$ cat src/hw/dio_pkg.sv
// Shared constants and carrier types for the digital I/O and sample counter
package dio_pkg;

   // ==========================================================
   // Clocking
   localparam int unsigned SYS_CLK_HZ = 40_000_000;
   localparam int unsigned FAST_CLK_HZ = 10_000_000;
   localparam int unsigned SLOW_CLK_HZ = 1_000_000;
   localparam int unsigned FAST_DIV = SYS_CLK_HZ / FAST_CLK_HZ;
   localparam int unsigned SLOW_DIV = SYS_CLK_HZ / SLOW_CLK_HZ;
   localparam int unsigned PRESCALE_W = 6;

   // ==========================================================
   // Register map: index = printed offset, byte address = 4 * index
   localparam int unsigned ADDR_W = 6;
   localparam int unsigned CNT_W = 24;
   localparam logic [3:0] IDX_CONFIG = 4'h4;
   localparam logic [3:0] IDX_PORT_A = 4'h8;
   localparam logic [3:0] IDX_PORT_B = 4'h9;
   localparam logic [3:0] IDX_PORT_C = 4'hA;
   localparam logic [3:0] IDX_DIR = 4'hB;
   localparam logic [3:0] IDX_CNT_LOW = 4'hC;
   localparam logic [3:0] IDX_CNT_MID = 4'hD;
   localparam logic [3:0] IDX_CNT_HIGH = 4'hE;
   localparam logic [3:0] IDX_CNT_CTL = 4'hF;

   // ==========================================================
   // Field positions
   localparam int unsigned CFG_INT_EN_BIT = 0;
   localparam int unsigned CFG_TRIG_SRC_BIT = 4;
   localparam int unsigned CFG_CLK_SEL_BIT = 5;
   localparam int unsigned DIR_FUNC_SEL_BIT = 7;
   localparam int unsigned DIR_A_BIT = 4;
   localparam int unsigned DIR_CH_BIT = 3;
   localparam int unsigned DIR_B_BIT = 1;
   localparam int unsigned DIR_CL_BIT = 0;
   localparam int unsigned CTL_SEL_BIT = 7;

   // ==========================================================
   // Reset values and masks
   localparam logic [7:0] CFG_MASK = 8'h31;
   localparam logic [7:0] CFG_RESET = 8'h00;
   localparam logic [7:0] DIR_MASK = 8'h9B;
   localparam logic [7:0] DIR_RESET = 8'h9B;
   localparam logic [23:0] PORT_RESET = 24'h00_0000;
   localparam logic [1:0] RESP_OKAY = 2'h0;
   localparam logic [1:0] RESP_SLVERR = 2'h2;

   // Counter command byte, bits 6..0 of the control register
   typedef struct packed {
      logic latch;
      logic gate_dis;
      logic gate_en;
      logic cnt_dis;
      logic cnt_en;
      logic load;
      logic clear;
   } ctr_cmd_s;

endpackage

$ cat src/hw/dio_ports_with_sample_counter.sv
// Three-port digital I/O with direction control and the sample counter
// What this block does
// Three byte ports, direction at offset 11
// Third port splits into two nibbles
// Direction bits 4,3,1,0: A, C-high, B, C-low
// Direction zero drives, one listens
// Power-up: all inputs, outputs cleared
// Switching to output clears that output register
// Output mode reads back the output register
// Bit 7 selects port or counter lines
// Counter mode: gate, gate, clock in; pulse out
// 24-bit divide-by-n down counter
// Counter clock 10 or 1 MHz, offset-4 bit 5
// Ungated counter runs freely
// Zero gives one-period pulse, then reload
// Pulse rate is clock over divisor
// Pulse triggers conversion when enabled and selected
// Offset-15 control: load, clear, enable, gate, latch
// Input mode reads the external line levels
//
// The AXI4-Lite slave port is this design's own decision.
`timescale 1ns/1ps
`default_nettype none
module dio_ports_with_sample_counter (
   input wire logic sys_clk,
   input wire logic reset_n,
   input wire logic [dio_pkg::ADDR_W-1:0] s_axi_awaddr,
   input wire logic s_axi_awvalid,
   output logic s_axi_awready,
   input wire logic [31:0] s_axi_wdata,
   input wire logic [3:0] s_axi_wstrb,
   input wire logic s_axi_wvalid,
   output logic s_axi_wready,
   output logic [1:0] s_axi_bresp,
   output logic s_axi_bvalid,
   input wire logic s_axi_bready,
   input wire logic [dio_pkg::ADDR_W-1:0] s_axi_araddr,
   input wire logic s_axi_arvalid,
   output logic s_axi_arready,
   output logic [31:0] s_axi_rdata,
   output logic [1:0] s_axi_rresp,
   output logic s_axi_rvalid,
   input wire logic s_axi_rready,
   input wire logic [23:0] line_in,
   output logic [23:0] line_out,
   output logic [23:0] line_oe_n,
   output logic conv_trigger
);

   // ==========================================================
   // Reset release
   logic rst_meta_r;
   logic rst_n_r;

   always_ff @(posedge sys_clk or negedge reset_n) begin
      if (!reset_n) begin
         rst_meta_r <= 1'b0;
         rst_n_r <= 1'b0;
      end else begin
         rst_meta_r <= 1'b1;
         rst_n_r <= rst_meta_r;
      end
   end

   // ==========================================================
   // Write channel: address and data taken in either order
   logic aw_held_r;
   logic w_held_r;
   logic [dio_pkg::ADDR_W-1:0] aw_addr_r;
   logic [7:0] w_data_r;
   logic w_strb_r;
   logic bvalid_r;
   logic [1:0] bresp_r;
   wire logic aw_fire;
   wire logic w_fire;
   wire logic wr_go;
   wire logic [dio_pkg::ADDR_W-1:0] wr_addr;
   wire logic [7:0] wr_data;
   wire logic wr_lane;
   wire logic [3:0] wr_idx;
   wire logic wr_mapped;

   assign s_axi_awready = ~aw_held_r & ~bvalid_r;
   assign s_axi_wready = ~w_held_r & ~bvalid_r;
   assign aw_fire = s_axi_awvalid & s_axi_awready;
   assign w_fire = s_axi_wvalid & s_axi_wready;
   assign wr_go = (aw_held_r | aw_fire) & (w_held_r | w_fire);
   assign wr_addr = aw_held_r ? aw_addr_r : s_axi_awaddr;
   assign wr_data = w_held_r ? w_data_r : s_axi_wdata[7:0];
   assign wr_lane = w_held_r ? w_strb_r : s_axi_wstrb[0];
   assign wr_idx = wr_addr[5:2];
   assign wr_mapped = wr_idx == dio_pkg::IDX_CONFIG || wr_idx[3];

   always_ff @(posedge sys_clk or negedge rst_n_r) begin
      if (!rst_n_r) begin
         aw_held_r <= 1'b0;
         w_held_r <= 1'b0;
         aw_addr_r <= '0;
         w_data_r <= 8'h00;
         w_strb_r <= 1'b0;
         bvalid_r <= 1'b0;
         bresp_r <= dio_pkg::RESP_OKAY;
      end else if (wr_go) begin
         aw_held_r <= 1'b0;
         w_held_r <= 1'b0;
         bvalid_r <= 1'b1;
         bresp_r <= wr_mapped ? dio_pkg::RESP_OKAY : dio_pkg::RESP_SLVERR;
      end else begin
         if (aw_fire) begin
            aw_held_r <= 1'b1;
            aw_addr_r <= s_axi_awaddr;
         end
         if (w_fire) begin
            w_held_r <= 1'b1;
            w_data_r <= s_axi_wdata[7:0];
            w_strb_r <= s_axi_wstrb[0];
         end
         if (s_axi_bready) begin
            bvalid_r <= 1'b0;
         end
      end
   end

   assign s_axi_bvalid = bvalid_r;
   assign s_axi_bresp = bresp_r;

   // Register strobes; only byte lane 0 carries data
   wire logic wr_en;
   wire logic wr_cfg;
   wire logic wr_pa;
   wire logic wr_pb;
   wire logic wr_pc;
   wire logic wr_dir;
   wire logic wr_ctl;
   wire logic [2:0] wr_div;

   assign wr_en = wr_go & wr_lane;
   assign wr_cfg = wr_en && wr_idx == dio_pkg::IDX_CONFIG;
   assign wr_pa = wr_en && wr_idx == dio_pkg::IDX_PORT_A;
   assign wr_pb = wr_en && wr_idx == dio_pkg::IDX_PORT_B;
   assign wr_pc = wr_en && wr_idx == dio_pkg::IDX_PORT_C;
   assign wr_dir = wr_en && wr_idx == dio_pkg::IDX_DIR;
   assign wr_div[0] = wr_en && wr_idx == dio_pkg::IDX_CNT_LOW;
   assign wr_div[1] = wr_en && wr_idx == dio_pkg::IDX_CNT_MID;
   assign wr_div[2] = wr_en && wr_idx == dio_pkg::IDX_CNT_HIGH;
   // Commands for the second counter are not implemented and are ignored
   assign wr_ctl = wr_en && wr_idx == dio_pkg::IDX_CNT_CTL
      && !wr_data[dio_pkg::CTL_SEL_BIT];

   // ==========================================================
   // Configuration, direction and output registers
   logic [7:0] cfg_r;
   logic [7:0] dir_r;
   logic [23:0] port_out_r;
   logic [23:0] port_out_nxt;
   logic [23:0] divisor_r;
   wire logic [7:0] dir_new;
   wire logic [3:0] to_output;
   wire logic [23:0] clr_mask;
   wire logic port_func;
   wire logic dir_a;
   wire logic dir_b;
   wire logic dir_ch;
   wire logic dir_cl;

   assign dir_new = wr_data & dio_pkg::DIR_MASK;
   assign port_func = dir_r[dio_pkg::DIR_FUNC_SEL_BIT];
   assign dir_a = dir_r[dio_pkg::DIR_A_BIT];
   assign dir_b = dir_r[dio_pkg::DIR_B_BIT];
   assign dir_ch = dir_r[dio_pkg::DIR_CH_BIT];
   assign dir_cl = dir_r[dio_pkg::DIR_CL_BIT];

   // A one-to-zero direction edge means the port just became an output
   assign to_output[0] = wr_dir & dir_a & ~dir_new[dio_pkg::DIR_A_BIT];
   assign to_output[1] = wr_dir & dir_b & ~dir_new[dio_pkg::DIR_B_BIT];
   assign to_output[2] = wr_dir & dir_cl & ~dir_new[dio_pkg::DIR_CL_BIT];
   assign to_output[3] = wr_dir & dir_ch & ~dir_new[dio_pkg::DIR_CH_BIT];
   assign clr_mask = {{4{to_output[3]}}, {4{to_output[2]}},
      {8{to_output[1]}}, {8{to_output[0]}}};

   always_comb begin
      port_out_nxt = port_out_r;
      if (wr_pa) begin
         port_out_nxt[7:0] = wr_data;
      end
      if (wr_pb) begin
         port_out_nxt[15:8] = wr_data;
      end
      if (wr_pc) begin
         port_out_nxt[23:16] = wr_data;
      end
      port_out_nxt = port_out_nxt & ~clr_mask;
   end

   always_ff @(posedge sys_clk or negedge rst_n_r) begin
      if (!rst_n_r) begin
         cfg_r <= dio_pkg::CFG_RESET;
         dir_r <= dio_pkg::DIR_RESET;
         port_out_r <= dio_pkg::PORT_RESET;
         divisor_r <= '0;
      end else begin
         port_out_r <= port_out_nxt;
         if (wr_cfg) begin
            cfg_r <= wr_data & dio_pkg::CFG_MASK;
         end
         if (wr_dir) begin
            dir_r <= dir_new;
         end
         if (wr_div[0]) begin
            divisor_r[7:0] <= wr_data;
         end
         if (wr_div[1]) begin
            divisor_r[15:8] <= wr_data;
         end
         if (wr_div[2]) begin
            divisor_r[23:16] <= wr_data;
         end
      end
   end

   // ==========================================================
   // Counter clock: 10 MHz or 1 MHz tick derived from the system clock
   logic [dio_pkg::PRESCALE_W-1:0] pre_r;
   wire logic [dio_pkg::PRESCALE_W-1:0] pre_last;
   wire logic tick;

   assign pre_last = cfg_r[dio_pkg::CFG_CLK_SEL_BIT]
      ? dio_pkg::PRESCALE_W'(dio_pkg::SLOW_DIV - 1)
      : dio_pkg::PRESCALE_W'(dio_pkg::FAST_DIV - 1);
   assign tick = pre_r >= pre_last;

   always_ff @(posedge sys_clk or negedge rst_n_r) begin
      if (!rst_n_r) begin
         pre_r <= '0;
      end else begin
         pre_r <= tick ? '0 : pre_r + dio_pkg::PRESCALE_W'(1);
      end
   end

   // ==========================================================
   // Sample counter
   wire logic [23:0] ctr_latched;
   wire logic ctr_pulse;
   wire logic gate_level;

   // Gate is only available when the upper nibble is given to the counter
   assign gate_level = port_func ? 1'b1 : line_in[20];

   sample_counter #(
      .CNT_W(dio_pkg::CNT_W)
   ) u_counter (
      .sys_clk(sys_clk),
      .rst_n(rst_n_r),
      .tick(tick),
      .cmd_valid(wr_ctl),
      .cmd(dio_pkg::ctr_cmd_s'(wr_data[6:0])),
      .divisor(divisor_r),
      .gate_level(gate_level),
      .latched(ctr_latched),
      .pulse(ctr_pulse),
      .enabled()
   );

   // Conversion trigger on the counter's rising edge
   logic pulse_d_r;
   logic trig_r;
   wire logic trig_sel;

   assign trig_sel = cfg_r[dio_pkg::CFG_INT_EN_BIT]
      & ~cfg_r[dio_pkg::CFG_TRIG_SRC_BIT];

   always_ff @(posedge sys_clk or negedge rst_n_r) begin
      if (!rst_n_r) begin
         pulse_d_r <= 1'b0;
         trig_r <= 1'b0;
      end else begin
         pulse_d_r <= ctr_pulse;
         trig_r <= ctr_pulse & ~pulse_d_r & trig_sel;
      end
   end

   assign conv_trigger = trig_r;

   // ==========================================================
   // Pins: line 23 drives the counter pulse, 20..22 listen in counter mode
   wire logic [23:0] line_is_in;
   wire logic [23:0] line_drv;
   wire logic [23:0] line_rd;

   assign line_is_in = {port_func ? {4{dir_ch}} : 4'b0111,
      {4{dir_cl}}, {8{dir_b}}, {8{dir_a}}};
   assign line_drv = {port_func ? port_out_r[23:20]
      : {ctr_pulse, 3'b000}, port_out_r[19:0]};
   assign line_out = line_drv;
   assign line_oe_n = line_is_in;

   genvar gi;
   generate
      for (gi = 0; gi < 24; gi++) begin : g_rd
         // Outputs read back what is held, inputs read the pin
         assign line_rd[gi] = line_is_in[gi] ? line_in[gi]
            : line_drv[gi];
      end
   endgenerate

   // ==========================================================
   // Read channel: answer one cycle after the address is taken
   logic rvalid_r;
   logic [7:0] rdata_r;
   logic [1:0] rresp_r;
   wire logic ar_fire;
   wire logic [3:0] rd_idx;
   wire logic rd_mapped;
   wire logic [7:0] rd_byte;

   assign s_axi_arready = ~rvalid_r;
   assign ar_fire = s_axi_arvalid & s_axi_arready;
   assign rd_idx = s_axi_araddr[5:2];
   assign rd_mapped = rd_idx == dio_pkg::IDX_CONFIG || rd_idx[3];
   assign rd_byte =
      rd_idx == dio_pkg::IDX_CONFIG ? cfg_r :
      rd_idx == dio_pkg::IDX_PORT_A ? line_rd[7:0] :
      rd_idx == dio_pkg::IDX_PORT_B ? line_rd[15:8] :
      rd_idx == dio_pkg::IDX_PORT_C ? line_rd[23:16] :
      rd_idx == dio_pkg::IDX_DIR ? dir_r :
      rd_idx == dio_pkg::IDX_CNT_LOW ? ctr_latched[7:0] :
      rd_idx == dio_pkg::IDX_CNT_MID ? ctr_latched[15:8] :
      rd_idx == dio_pkg::IDX_CNT_HIGH ? ctr_latched[23:16] : 8'h00;

   always_ff @(posedge sys_clk or negedge rst_n_r) begin
      if (!rst_n_r) begin
         rvalid_r <= 1'b0;
         rdata_r <= 8'h00;
         rresp_r <= dio_pkg::RESP_OKAY;
      end else if (ar_fire) begin
         rvalid_r <= 1'b1;
         rdata_r <= rd_byte;
         rresp_r <= rd_mapped ? dio_pkg::RESP_OKAY : dio_pkg::RESP_SLVERR;
      end else if (s_axi_rready) begin
         rvalid_r <= 1'b0;
      end
   end

   assign s_axi_rvalid = rvalid_r;
   assign s_axi_rdata = {24'h00_0000, rdata_r};
   assign s_axi_rresp = rresp_r;
endmodule // dio_ports_with_sample_counter
`default_nettype wire

$ cat src/hw/sample_counter.sv
// Divide-by-n down counter with gate, latch and one-period pulse output
`timescale 1ns/1ps
`default_nettype none
module sample_counter #(
   parameter int unsigned CNT_W = dio_pkg::CNT_W
) (
   input wire logic sys_clk,
   input wire logic rst_n,
   input wire logic tick,
   input wire logic cmd_valid,
   input wire dio_pkg::ctr_cmd_s cmd,
   input wire logic [CNT_W-1:0] divisor,
   input wire logic gate_level,
   output logic [CNT_W-1:0] latched,
   output logic pulse,
   output logic enabled
);

   logic [CNT_W-1:0] count_r;
   logic [CNT_W-1:0] count_nxt;
   logic [CNT_W-1:0] latch_r;
   logic en_r;
   logic gate_en_r;
   logic pulse_r;
   logic pulse_nxt;
   wire logic advance;
   wire logic at_zero;
   wire logic at_one;

   // ==========================================================
   // Counting
   // Gate only matters once enabled; a free-running count ignores it
   assign advance = en_r & tick & (~gate_en_r | gate_level);
   assign at_zero = count_r == '0;
   assign at_one = count_r == CNT_W'(1);

   // Reload to divisor-1 from zero so each cycle spans divisor ticks
   always_comb begin
      count_nxt = count_r;
      pulse_nxt = pulse_r;
      if (cmd_valid && cmd.load) begin
         count_nxt = divisor;
         pulse_nxt = 1'b0;
      end else if (cmd_valid && cmd.clear) begin
         count_nxt = '0;
         pulse_nxt = 1'b0;
      end else if (advance) begin
         if (at_zero) begin
            count_nxt = divisor - CNT_W'(1);
            pulse_nxt = 1'b0;
         end else begin
            count_nxt = count_r - CNT_W'(1);
            pulse_nxt = at_one;
         end
      end
   end

   always_ff @(posedge sys_clk or negedge rst_n) begin
      if (!rst_n) begin
         count_r <= '0;
         pulse_r <= 1'b0;
      end else begin
         count_r <= count_nxt;
         pulse_r <= pulse_nxt;
      end
   end

   // ==========================================================
   // Command flags; a disable in the same byte wins over an enable
   always_ff @(posedge sys_clk or negedge rst_n) begin
      if (!rst_n) begin
         en_r <= 1'b0;
         gate_en_r <= 1'b0;
         latch_r <= '0;
      end else if (cmd_valid) begin
         if (cmd.cnt_dis) begin
            en_r <= 1'b0;
         end else if (cmd.cnt_en) begin
            en_r <= 1'b1;
         end
         if (cmd.gate_dis) begin
            gate_en_r <= 1'b0;
         end else if (cmd.gate_en) begin
            gate_en_r <= 1'b1;
         end
         if (cmd.latch) begin
            latch_r <= count_r;
         end
      end
   end

   assign latched = latch_r;
   assign pulse = pulse_r;
   assign enabled = en_r;
endmodule // sample_counter
`default_nettype wire

$ cat config.mk
export PLATFORM = sky130hd
export DESIGN_NAME = dio_ports_with_sample_counter
export DESIGN_NICKNAME = d
export VERILOG_FILES = /design/src/hw/dio_pkg.sv /design/src/hw/dio_ports_with_sample_counter.sv /design/src/hw/sample_counter.sv
export SDC_FILE = /design/constraint.sdc
export NUM_CORES = 1
export LEC_CHECK = 0
export ABC_AREA = 1
export BUFFER_PORTS_ARGS = -buffer_cell sky130_fd_sc_hd__buf_2
export CAP_MARGIN = 25
export CORE_AREA = 5 5 139 141
export DETAILED_ROUTE_END_ITERATION = 16
export DIE_AREA = 0 0 144 146
export PLACE_DENSITY = 0.76
export SKIP_CTS_REPAIR_TIMING = 1
export SYNTH_ARGS = -nofsm -noshare
export SYNTH_HDL_FRONTEND = slang
export SYNTH_SLANG_ARGS = --single-unit
export TNS_END_PERCENT = 50
$ cat constraint.sdc
create_clock -name sys_clk -period 4.2 [get_ports sys_clk]
set_input_delay 0.21 -clock sys_clk [delete_from_list [all_inputs] [get_ports sys_clk]]
set_output_delay 0.21 -clock sys_clk [all_outputs]
set_load 0.01 [all_outputs]
# After elaboration in Yosys (flattened, before gate mapping)
# Index checks and enable logic that the tools add are counted.
[word_totals]
out_inout_bits = 90
in_bits = 79
word_cells = 178
reg_bits = 148
[op_classes]
order_cmp = 1
bitwise_logic = 37
muxes = 65
n_reduce_logical = 28
n_eq_ne = 18
n_addsub = 3
[ops]
columns = ["operator", "count"]
rows = [
  ["$mux W24", 4],
  ["$mux W8", 12],
  ["$eq A4 B4 Y1 const B", 15],
  ["$sub A24 B1 Y24 const B", 2],
  ["$mux W1", 42],
  ["$and A24 B24 Y24", 1],
  ["$eq A24 B1 Y1 const B", 1],
  ["$logic_not A24 Y1", 1],
  ["$not A24 Y24", 1],
  ["$and A1 B1 Y1", 20],
  ["$mux W6", 3],
  ["$logic_and A1 B1 Y1", 12],
  ["$not A1 Y1", 12],
  ["$reduce_bool A2 Y1", 6],
  ["$reduce_and A2 Y1", 5],
  ["$eq A4 B3 Y1 const B", 2],
  ["$mux W4", 2],
  ["$add A6 B1 Y6 const B", 1],
  ["$ge A6 B6 Y1", 1],
  ["$mux W2", 2],
  ["$or A1 B1 Y1", 3],
  ["$reduce_bool A3 Y1", 1],
  ["$logic_or A1 B1 Y1", 2],
  ["$logic_not A1 Y1", 1],
]

# Logic depth before layout (Yosys ltp)
[depth]
word_depth = 11
mapped_depth = 13
mapped_depth_nobuf = 13

# Hierarchy
# From an unflattened synthesis, not the netlist that was laid out.
[unflattened]
cells_unflattened = 1216
area_unflattened_um2 = 9081.2
[modules_own_cells]
columns = ["module", "n_inst", "seq_area_each_um2", "area_per_inst_um2", "cells_per_inst"]
rows = [
  ["dio_ports_with_sample_counter", 1, 2333.5, 5282.6, 676],
  ["sample_counter", 1, 1276.2, 3798.6, 540],
]

# Worst setup path before layout
# Ideal clock, no wire load.
[synth_path]
path_type = "flip-flop to flip-flop"
from = "register bvalid_r, in the netlist s_axi_bvalid"
to = "register port_out_r[19]"
slack_ns = 2.371
t_required_ns = 4.087
arrival_ns = 1.716
path_stages_with_launch = 11
path_buffers = 1
setup_ns = 0.113
period_less_slack_ns = 1.829
cell_sequence = "dfrtp_1 o21bai_2 nand2_2 nor2_4 nand3_4 or2_1 buf_6 nor2_1 nand2_1 nand2_1 inv_1"
[synth_between]
elab_chain_len = 11
elab_cells_between_ends = 16
cone_classes = "1 x mux; 13 x bitwise; 2 x reduce/logical"
[synth_rtl]
columns = ["element", "line", "source"]
rows = [
  ["from (decl)", "dio_ports_with_sample_counter.sv:72", "logic bvalid_r;"],
  ["from (signal assigned)", "dio_ports_with_sample_counter.sv:101", "bvalid_r <= 1'b0;"],
  ["from (signal assigned)", "dio_ports_with_sample_counter.sv:106", "bvalid_r <= 1'b1;"],
  ["from (signal assigned)", "dio_ports_with_sample_counter.sv:119", "bvalid_r <= 1'b0;"],
  ["$not A1 Y1 *", "dio_ports_with_sample_counter.sv:83, dio_ports_with_sample_counter.sv:84", ""],
  ["$and A1 B1 Y1, on equally long branches", "dio_ports_with_sample_counter.sv:83, dio_ports_with_sample_counter.sv:84", ""],
  ["$and A1 B1 Y1, on equally long branches", "dio_ports_with_sample_counter.sv:85, dio_ports_with_sample_counter.sv:86", ""],
  ["$or A1 B1 Y1", "dio_ports_with_sample_counter.sv:87", "assign wr_go = (aw_held_r | aw_fire) & (w_held_r | w_fire);"],
  ["$and A1 B1 Y1 *", "dio_ports_with_sample_counter.sv:87", ""],
  ["$and A1 B1 Y1 *", "dio_ports_with_sample_counter.sv:137", "assign wr_en = wr_go & wr_lane;"],
  ["$logic_and A1 B1 Y1", "dio_ports_with_sample_counter.sv:142", "assign wr_dir = wr_en && wr_idx == dio_pkg::IDX_DIR;"],
  ["$and A1 B1 Y1 (2 in series)", "dio_ports_with_sample_counter.sv:176", "assign to_output[2] = wr_dir & dir_cl & ~dir_new[dio_pkg::DIR_CL_BIT];"],
  ["$not A24 Y24", "dio_ports_with_sample_counter.sv:192", "port_out_nxt = port_out_nxt & ~clr_mask;"],
  ["$and A24 B24 Y24 *", "dio_ports_with_sample_counter.sv:192", ""],
  ["named net port_out_nxt[19]", "dio_ports_with_sample_counter.sv:155", "logic [23:0] port_out_nxt;"],
  ["to (signal assigned)", "dio_ports_with_sample_counter.sv:199", "port_out_r <= dio_pkg::PORT_RESET;"],
  ["to (signal assigned)", "dio_ports_with_sample_counter.sv:202", "port_out_r <= port_out_nxt;"],
  ["to (decl)", "dio_ports_with_sample_counter.sv:154", "logic [23:0] port_out_r;"],
]
# Mark *: on every way through the listed nets, which the timed path passes. The rest lies on a longest branch.
# A chain may end at the register's enable or synchronous reset.

# Worst setup path after layout
[layout_path]
from = "register w_held_r"
to = "register u_counter.count_r[14]"
[layout_between]
elab_chain_len = 11
elab_cells_between_ends = 16
cone_classes = "4 x mux; 6 x bitwise; 6 x reduce/logical"
[layout_rtl]
columns = ["element", "line", "source"]
rows = [
  ["from (decl)", "dio_ports_with_sample_counter.sv:68", "logic w_held_r;"],
  ["from (signal assigned)", "dio_ports_with_sample_counter.sv:97", "w_held_r <= 1'b0;"],
  ["from (signal assigned)", "dio_ports_with_sample_counter.sv:105", "w_held_r <= 1'b0;"],
  ["from (signal assigned)", "dio_ports_with_sample_counter.sv:114", "w_held_r <= 1'b1;"],
  ["$not A1 Y1", "dio_ports_with_sample_counter.sv:84", "assign s_axi_wready = ~w_held_r & ~bvalid_r;"],
  ["$and A1 B1 Y1", "dio_ports_with_sample_counter.sv:84", ""],
  ["$and A1 B1 Y1", "dio_ports_with_sample_counter.sv:86", "assign w_fire = s_axi_wvalid & s_axi_wready;"],
  ["$or A1 B1 Y1", "dio_ports_with_sample_counter.sv:87", ""],
  ["$and A1 B1 Y1", "dio_ports_with_sample_counter.sv:87", ""],
  ["$and A1 B1 Y1", "dio_ports_with_sample_counter.sv:137", ""],
  ["$logic_and A1 B1 Y1", "dio_ports_with_sample_counter.sv:147", "assign wr_ctl = wr_en && wr_idx == dio_pkg::IDX_CNT_CTL"],
  ["$logic_and A1 B1 Y1", "dio_ports_with_sample_counter.sv:148", "&& !wr_data[dio_pkg::CTL_SEL_BIT];"],
  ["$logic_and A1 B1 Y1", "sample_counter.sv:44", "end else if (cmd_valid && cmd.clear) begin"],
  ["$mux W24", "sample_counter.sv:44", ""],
  ["$mux W24", "sample_counter.sv:41", "if (cmd_valid && cmd.load) begin"],
  ["to (signal assigned)", "sample_counter.sv:63", "count_r <= count_nxt;"],
  ["to (decl)", "sample_counter.sv:19", "logic [CNT_W-1:0] count_r;"],
]
# Parallel ways exist; a longest one is shown, timed or not.

==> results_dict.tcl <==
set metrics [dict create \
    outcome "finished, final reports clean" \
    hp-start "s_axi_araddr[5]" \
    die_w_um 144 \
    synthDistinctLibCells 41 \
    rsz0062_at_grt "false" \
    maxSlewViolCount 0 \
    globalRouteOverflowTotal 0 \
    yosys.area_share.adder_pct 0.981 \
    synth-simple-area-share_pct 33.0 \
    crit_type "flip-flop to flip-flop" \
    start_util_pct 50.0 \
    regToRegSetupSlack_ns 0.90 \
    vias 8287 \
    rows 49 \
    wl_um 24400 \
    synthCells 1279 \
    cap_violations 0 \
    setup_ws_ns 0.899 \
    synthFlopType "dfrtp_1" \
    clock_sinks 144 \
    worst_setup_path_end_kind "flip-flop" \
    setup_viol 0 \
    drtIter0Drc 784 \
    cts_tree "yes" \
    cts-buffers-inserted 17 \
    cp_slowest_stage_delay_ns 0.59 \
    worst_ep_arrival_time_ns 3.62 \
    clk_pin_slew_ns 0.06 \
    synth_top_area_cell "dfrtp_1" \
    crit_path_max_fanout 31 \
    yosysSeqAreaShare_pct 40.4 \
    hp-class "input port to flip-flop" \
    min_path_cells 2 \
    die_h_um 146 \
    crit_buf_inv 4 \
    viasPerCell 5.22 \
    fin_skew_ns 0.0130 \
    max_freq_mhz 303 \
    tightest_slew_ns 1.02 \
    syn2layout_area_growth_pct 10.4 \
    drive_gt1_share_pct 14.4 \
    crit_required_ns 4.52 \
    synth_top_area_share_pct 39.0 \
    grt_start_max_net_pins 143 \
    finalNetCount 1434 \
    synth.ff_latch_count 144 \
    routabilityCongestion 0.929 \
    dpl_worst_slack_ns 1.01 \
    antenna_cells 0 \
    ir_drop_mv 0.428 \
    setup_tns_ns 0 \
    startpoint_type "flip-flop" \
    hold-path-endpoint "s_axi_rresp[1]" \
    yosys_warnings 0 \
    htreeDepth 4 \
    drc 0 \
    syn-cell-area_sq_um 8920 \
    grt_pass1_vias 7884 \
    synth_top_family_by_area "simple AND/OR/NAND/NOR gates" \
    synthMuxAreaShare_pct 0.631 \
    ioPinCount 169 \
    nFillCells 1720 \
    async_flop_share_pct 100 \
    antenna_found_initial 0 \
    clk_latency_ns 0.44 \
    cellLeakagePower_nw 5.16 \
    cts_buffer_depth 2 \
    powerDensity_nw_per_um2 641 \
    wl_per_cell_um 15.4 \
    dieArea_sq_um 21000 \
    max_slew_margin_pct 31.7 \
    syn_area_per_cell_sq_um 6.98 \
    hold_viol 0 \
    yosys-top-cells-area "dfrtp_1 39%, nand2_1 17%, buf_4 6.0%" \
    cp_top_family "simple AND/OR/NAND/NOR gates" \
    r2r-start "w_held_r" \
    core_sq_um 17800 \
    ant_nets 0 \
    critical_path.cell_chain "inv_2 > o21ai_2 > nand3_1 > nor2_2 > nand3_2 > buf_4 > nand2_1 > buf_4 > nand2_1 > inv_1 > a21oi_1" \
    synth_xor_area_share_pct 1.47 \
    min_period_ns 3.30 \
    synth_compound_area_share_pct 10.2 \
    grt.total_usage_pct 23.8 \
    period_share_pct 78.6 \
    numPortBuffers 111 \
    cts_root_buf "clkbuf_16" \
    synth_edf_count 0 \
    dp.final_hpwl_um 18500 \
    r2r-end "u_counter.count_r[14]" \
    grt_pass1_wl_um 40000 \
    r2r_cells 11 \
    first_pass_iters 6 \
    cp_slowest_cell "dfrtp_1" \
]
[worst register-to-register path, stage by stage, from the launching register on]
cell	delay, ns
dfrtp_1	0.59
inv_2	0.18
o21ai_2	0.49
nand3_1	0.18
nor2_2	0.48
nand3_2	0.10
buf_4	0.25
nand2_1	0.31
buf_4	0.36
nand2_1	0.11
inv_1	0.07
a21oi_1	0.06
[area by class of cell]
type	instances	area (sq um)	area share [%]
multi-input combinational	925	4230	43.0
sequential	144	3610	36.7
timing repair buffer	122	658	6.68
inverter	138	518	5.26
clock buffer	17	425	4.32
tap	229	287	2.91
clock inverter	13	116	1.18
[cells in the final DEF, fill, tap and decap left out, types with 2 or more instances in the layout]
master / count
o21ai_0: 80
inv_6: 2
o21ai_1: 34
o21ai_2: 5
buf_2: 111
nor2_2: 7
nor3_2: 2
inv_1: 133
nand2_2: 2
a31oi_1: 2
nor2_1: 140
nor3_1: 8
dfrtp_1: 138
conb_1: 27
dfstp_2: 5
nand2_1: 402
xnor2_1: 4
xor2_1: 11
mux2_2: 5
nand3_1: 87
or2_1: 2
clkbuf_16: 17
dlygate4sd3_1: 3
ha_1: 7
inv_2: 5
or2_2: 11
o211ai_1: 8
nand4_1: 34
a21oi_1: 34
nand3b_1: 3
clkinv_4: 3
buf_4: 7
clkinvlp_4: 3
clkinv_2: 4
[cells by family (layout without fill, tap and decap cells)]
logic type,count (synthesis),count (layout)
simple gates,702,702
buf+inv,235,290
compound gates,169,169
flops,144,144
xor+xnor,15,15
fa+ha+maj,7,7
mux,5,5
other cells,2,27
[registers in the layout, summed over array words and instances (netlist names), 3 cells and up]
signal             count
w_data_r               8
rdata_r                8
divisor_r             24
dir_r                  5
aw_addr_r              4
port_out_r            24
u_counter.count_r     24
cfg_r                  3
pre_r                  6
u_counter.latched     24
[synth_stat cells (4+ instances only)]
cell / count
ha_1: 7
inv_2: 5
nor3_1: 8
inv_1: 133
nor2_2: 7
buf_2: 11
clkbuf_1: 12
o211ai_1: 8
dfstp_2: 5
buf_4: 71
dfrtp_1: 139
nor2_1: 140
nand2_1: 402
o21ai_0: 80
nand3_1: 87
mux2_2: 5
xnor2_1: 4
o21ai_2: 5
nand4_1: 34
o21ai_1: 34
xor2_1: 11
or2_2: 11
a21oi_1: 34
[power breakdown]
part,switching (W),internal [W]
clock,0.000587,0.000806
sequential,0.000517,0.00186
combinational,0.00170,0.000848
[through the flow]
stage | total power [W] | hold slack (ns) | std cells | area [sq um] | utilization [%]
finish | 0.00632 | 0.0158 | 1588 | 9850 | 55.2
global route | 0.00682 | 0.0137 | 1588 | 9850 | 55.2
CTS | 0.00631 | -0.449 | 1585 | 9820 | 55.0
detailed placement | 0.00489 | 0.000467 | 1555 | 9280 | 52.0
global placement | 0.00482 | -0.00314 | 1554 | 9270 | 52.0
floorplan | 0.00422 | -0.0856 | 1304 | 9020 | -
[worst max path at each step]
stage	from	endpoint	slack, ns	depth (start not counted)
finish	w_held_r	u_counter.count_r[14]	0.90	11
CTS	w_held_r	u_counter.count_r[14]	0.95	11
detailed placement	w_held_r	u_counter.count_r[14]	1.01	11
global placement	w_held_r	u_counter.count_r[19]	1.10	11
floorplan	rst_n_r	aw_addr_r[2]	1.81	0
global route	w_held_r	u_counter.count_r[17]	0.64	11
[layer usage]
metal  wire length (um)  part of all wire, %  track usage, %
met5                  0                    0               0
met4                574                  2.4            7.96
met3               1660                  6.8            4.47
met2              11400                   47            37.6
met1              10800                   44            32.8
Note: power is estimated with default switching activity, not from simulation.
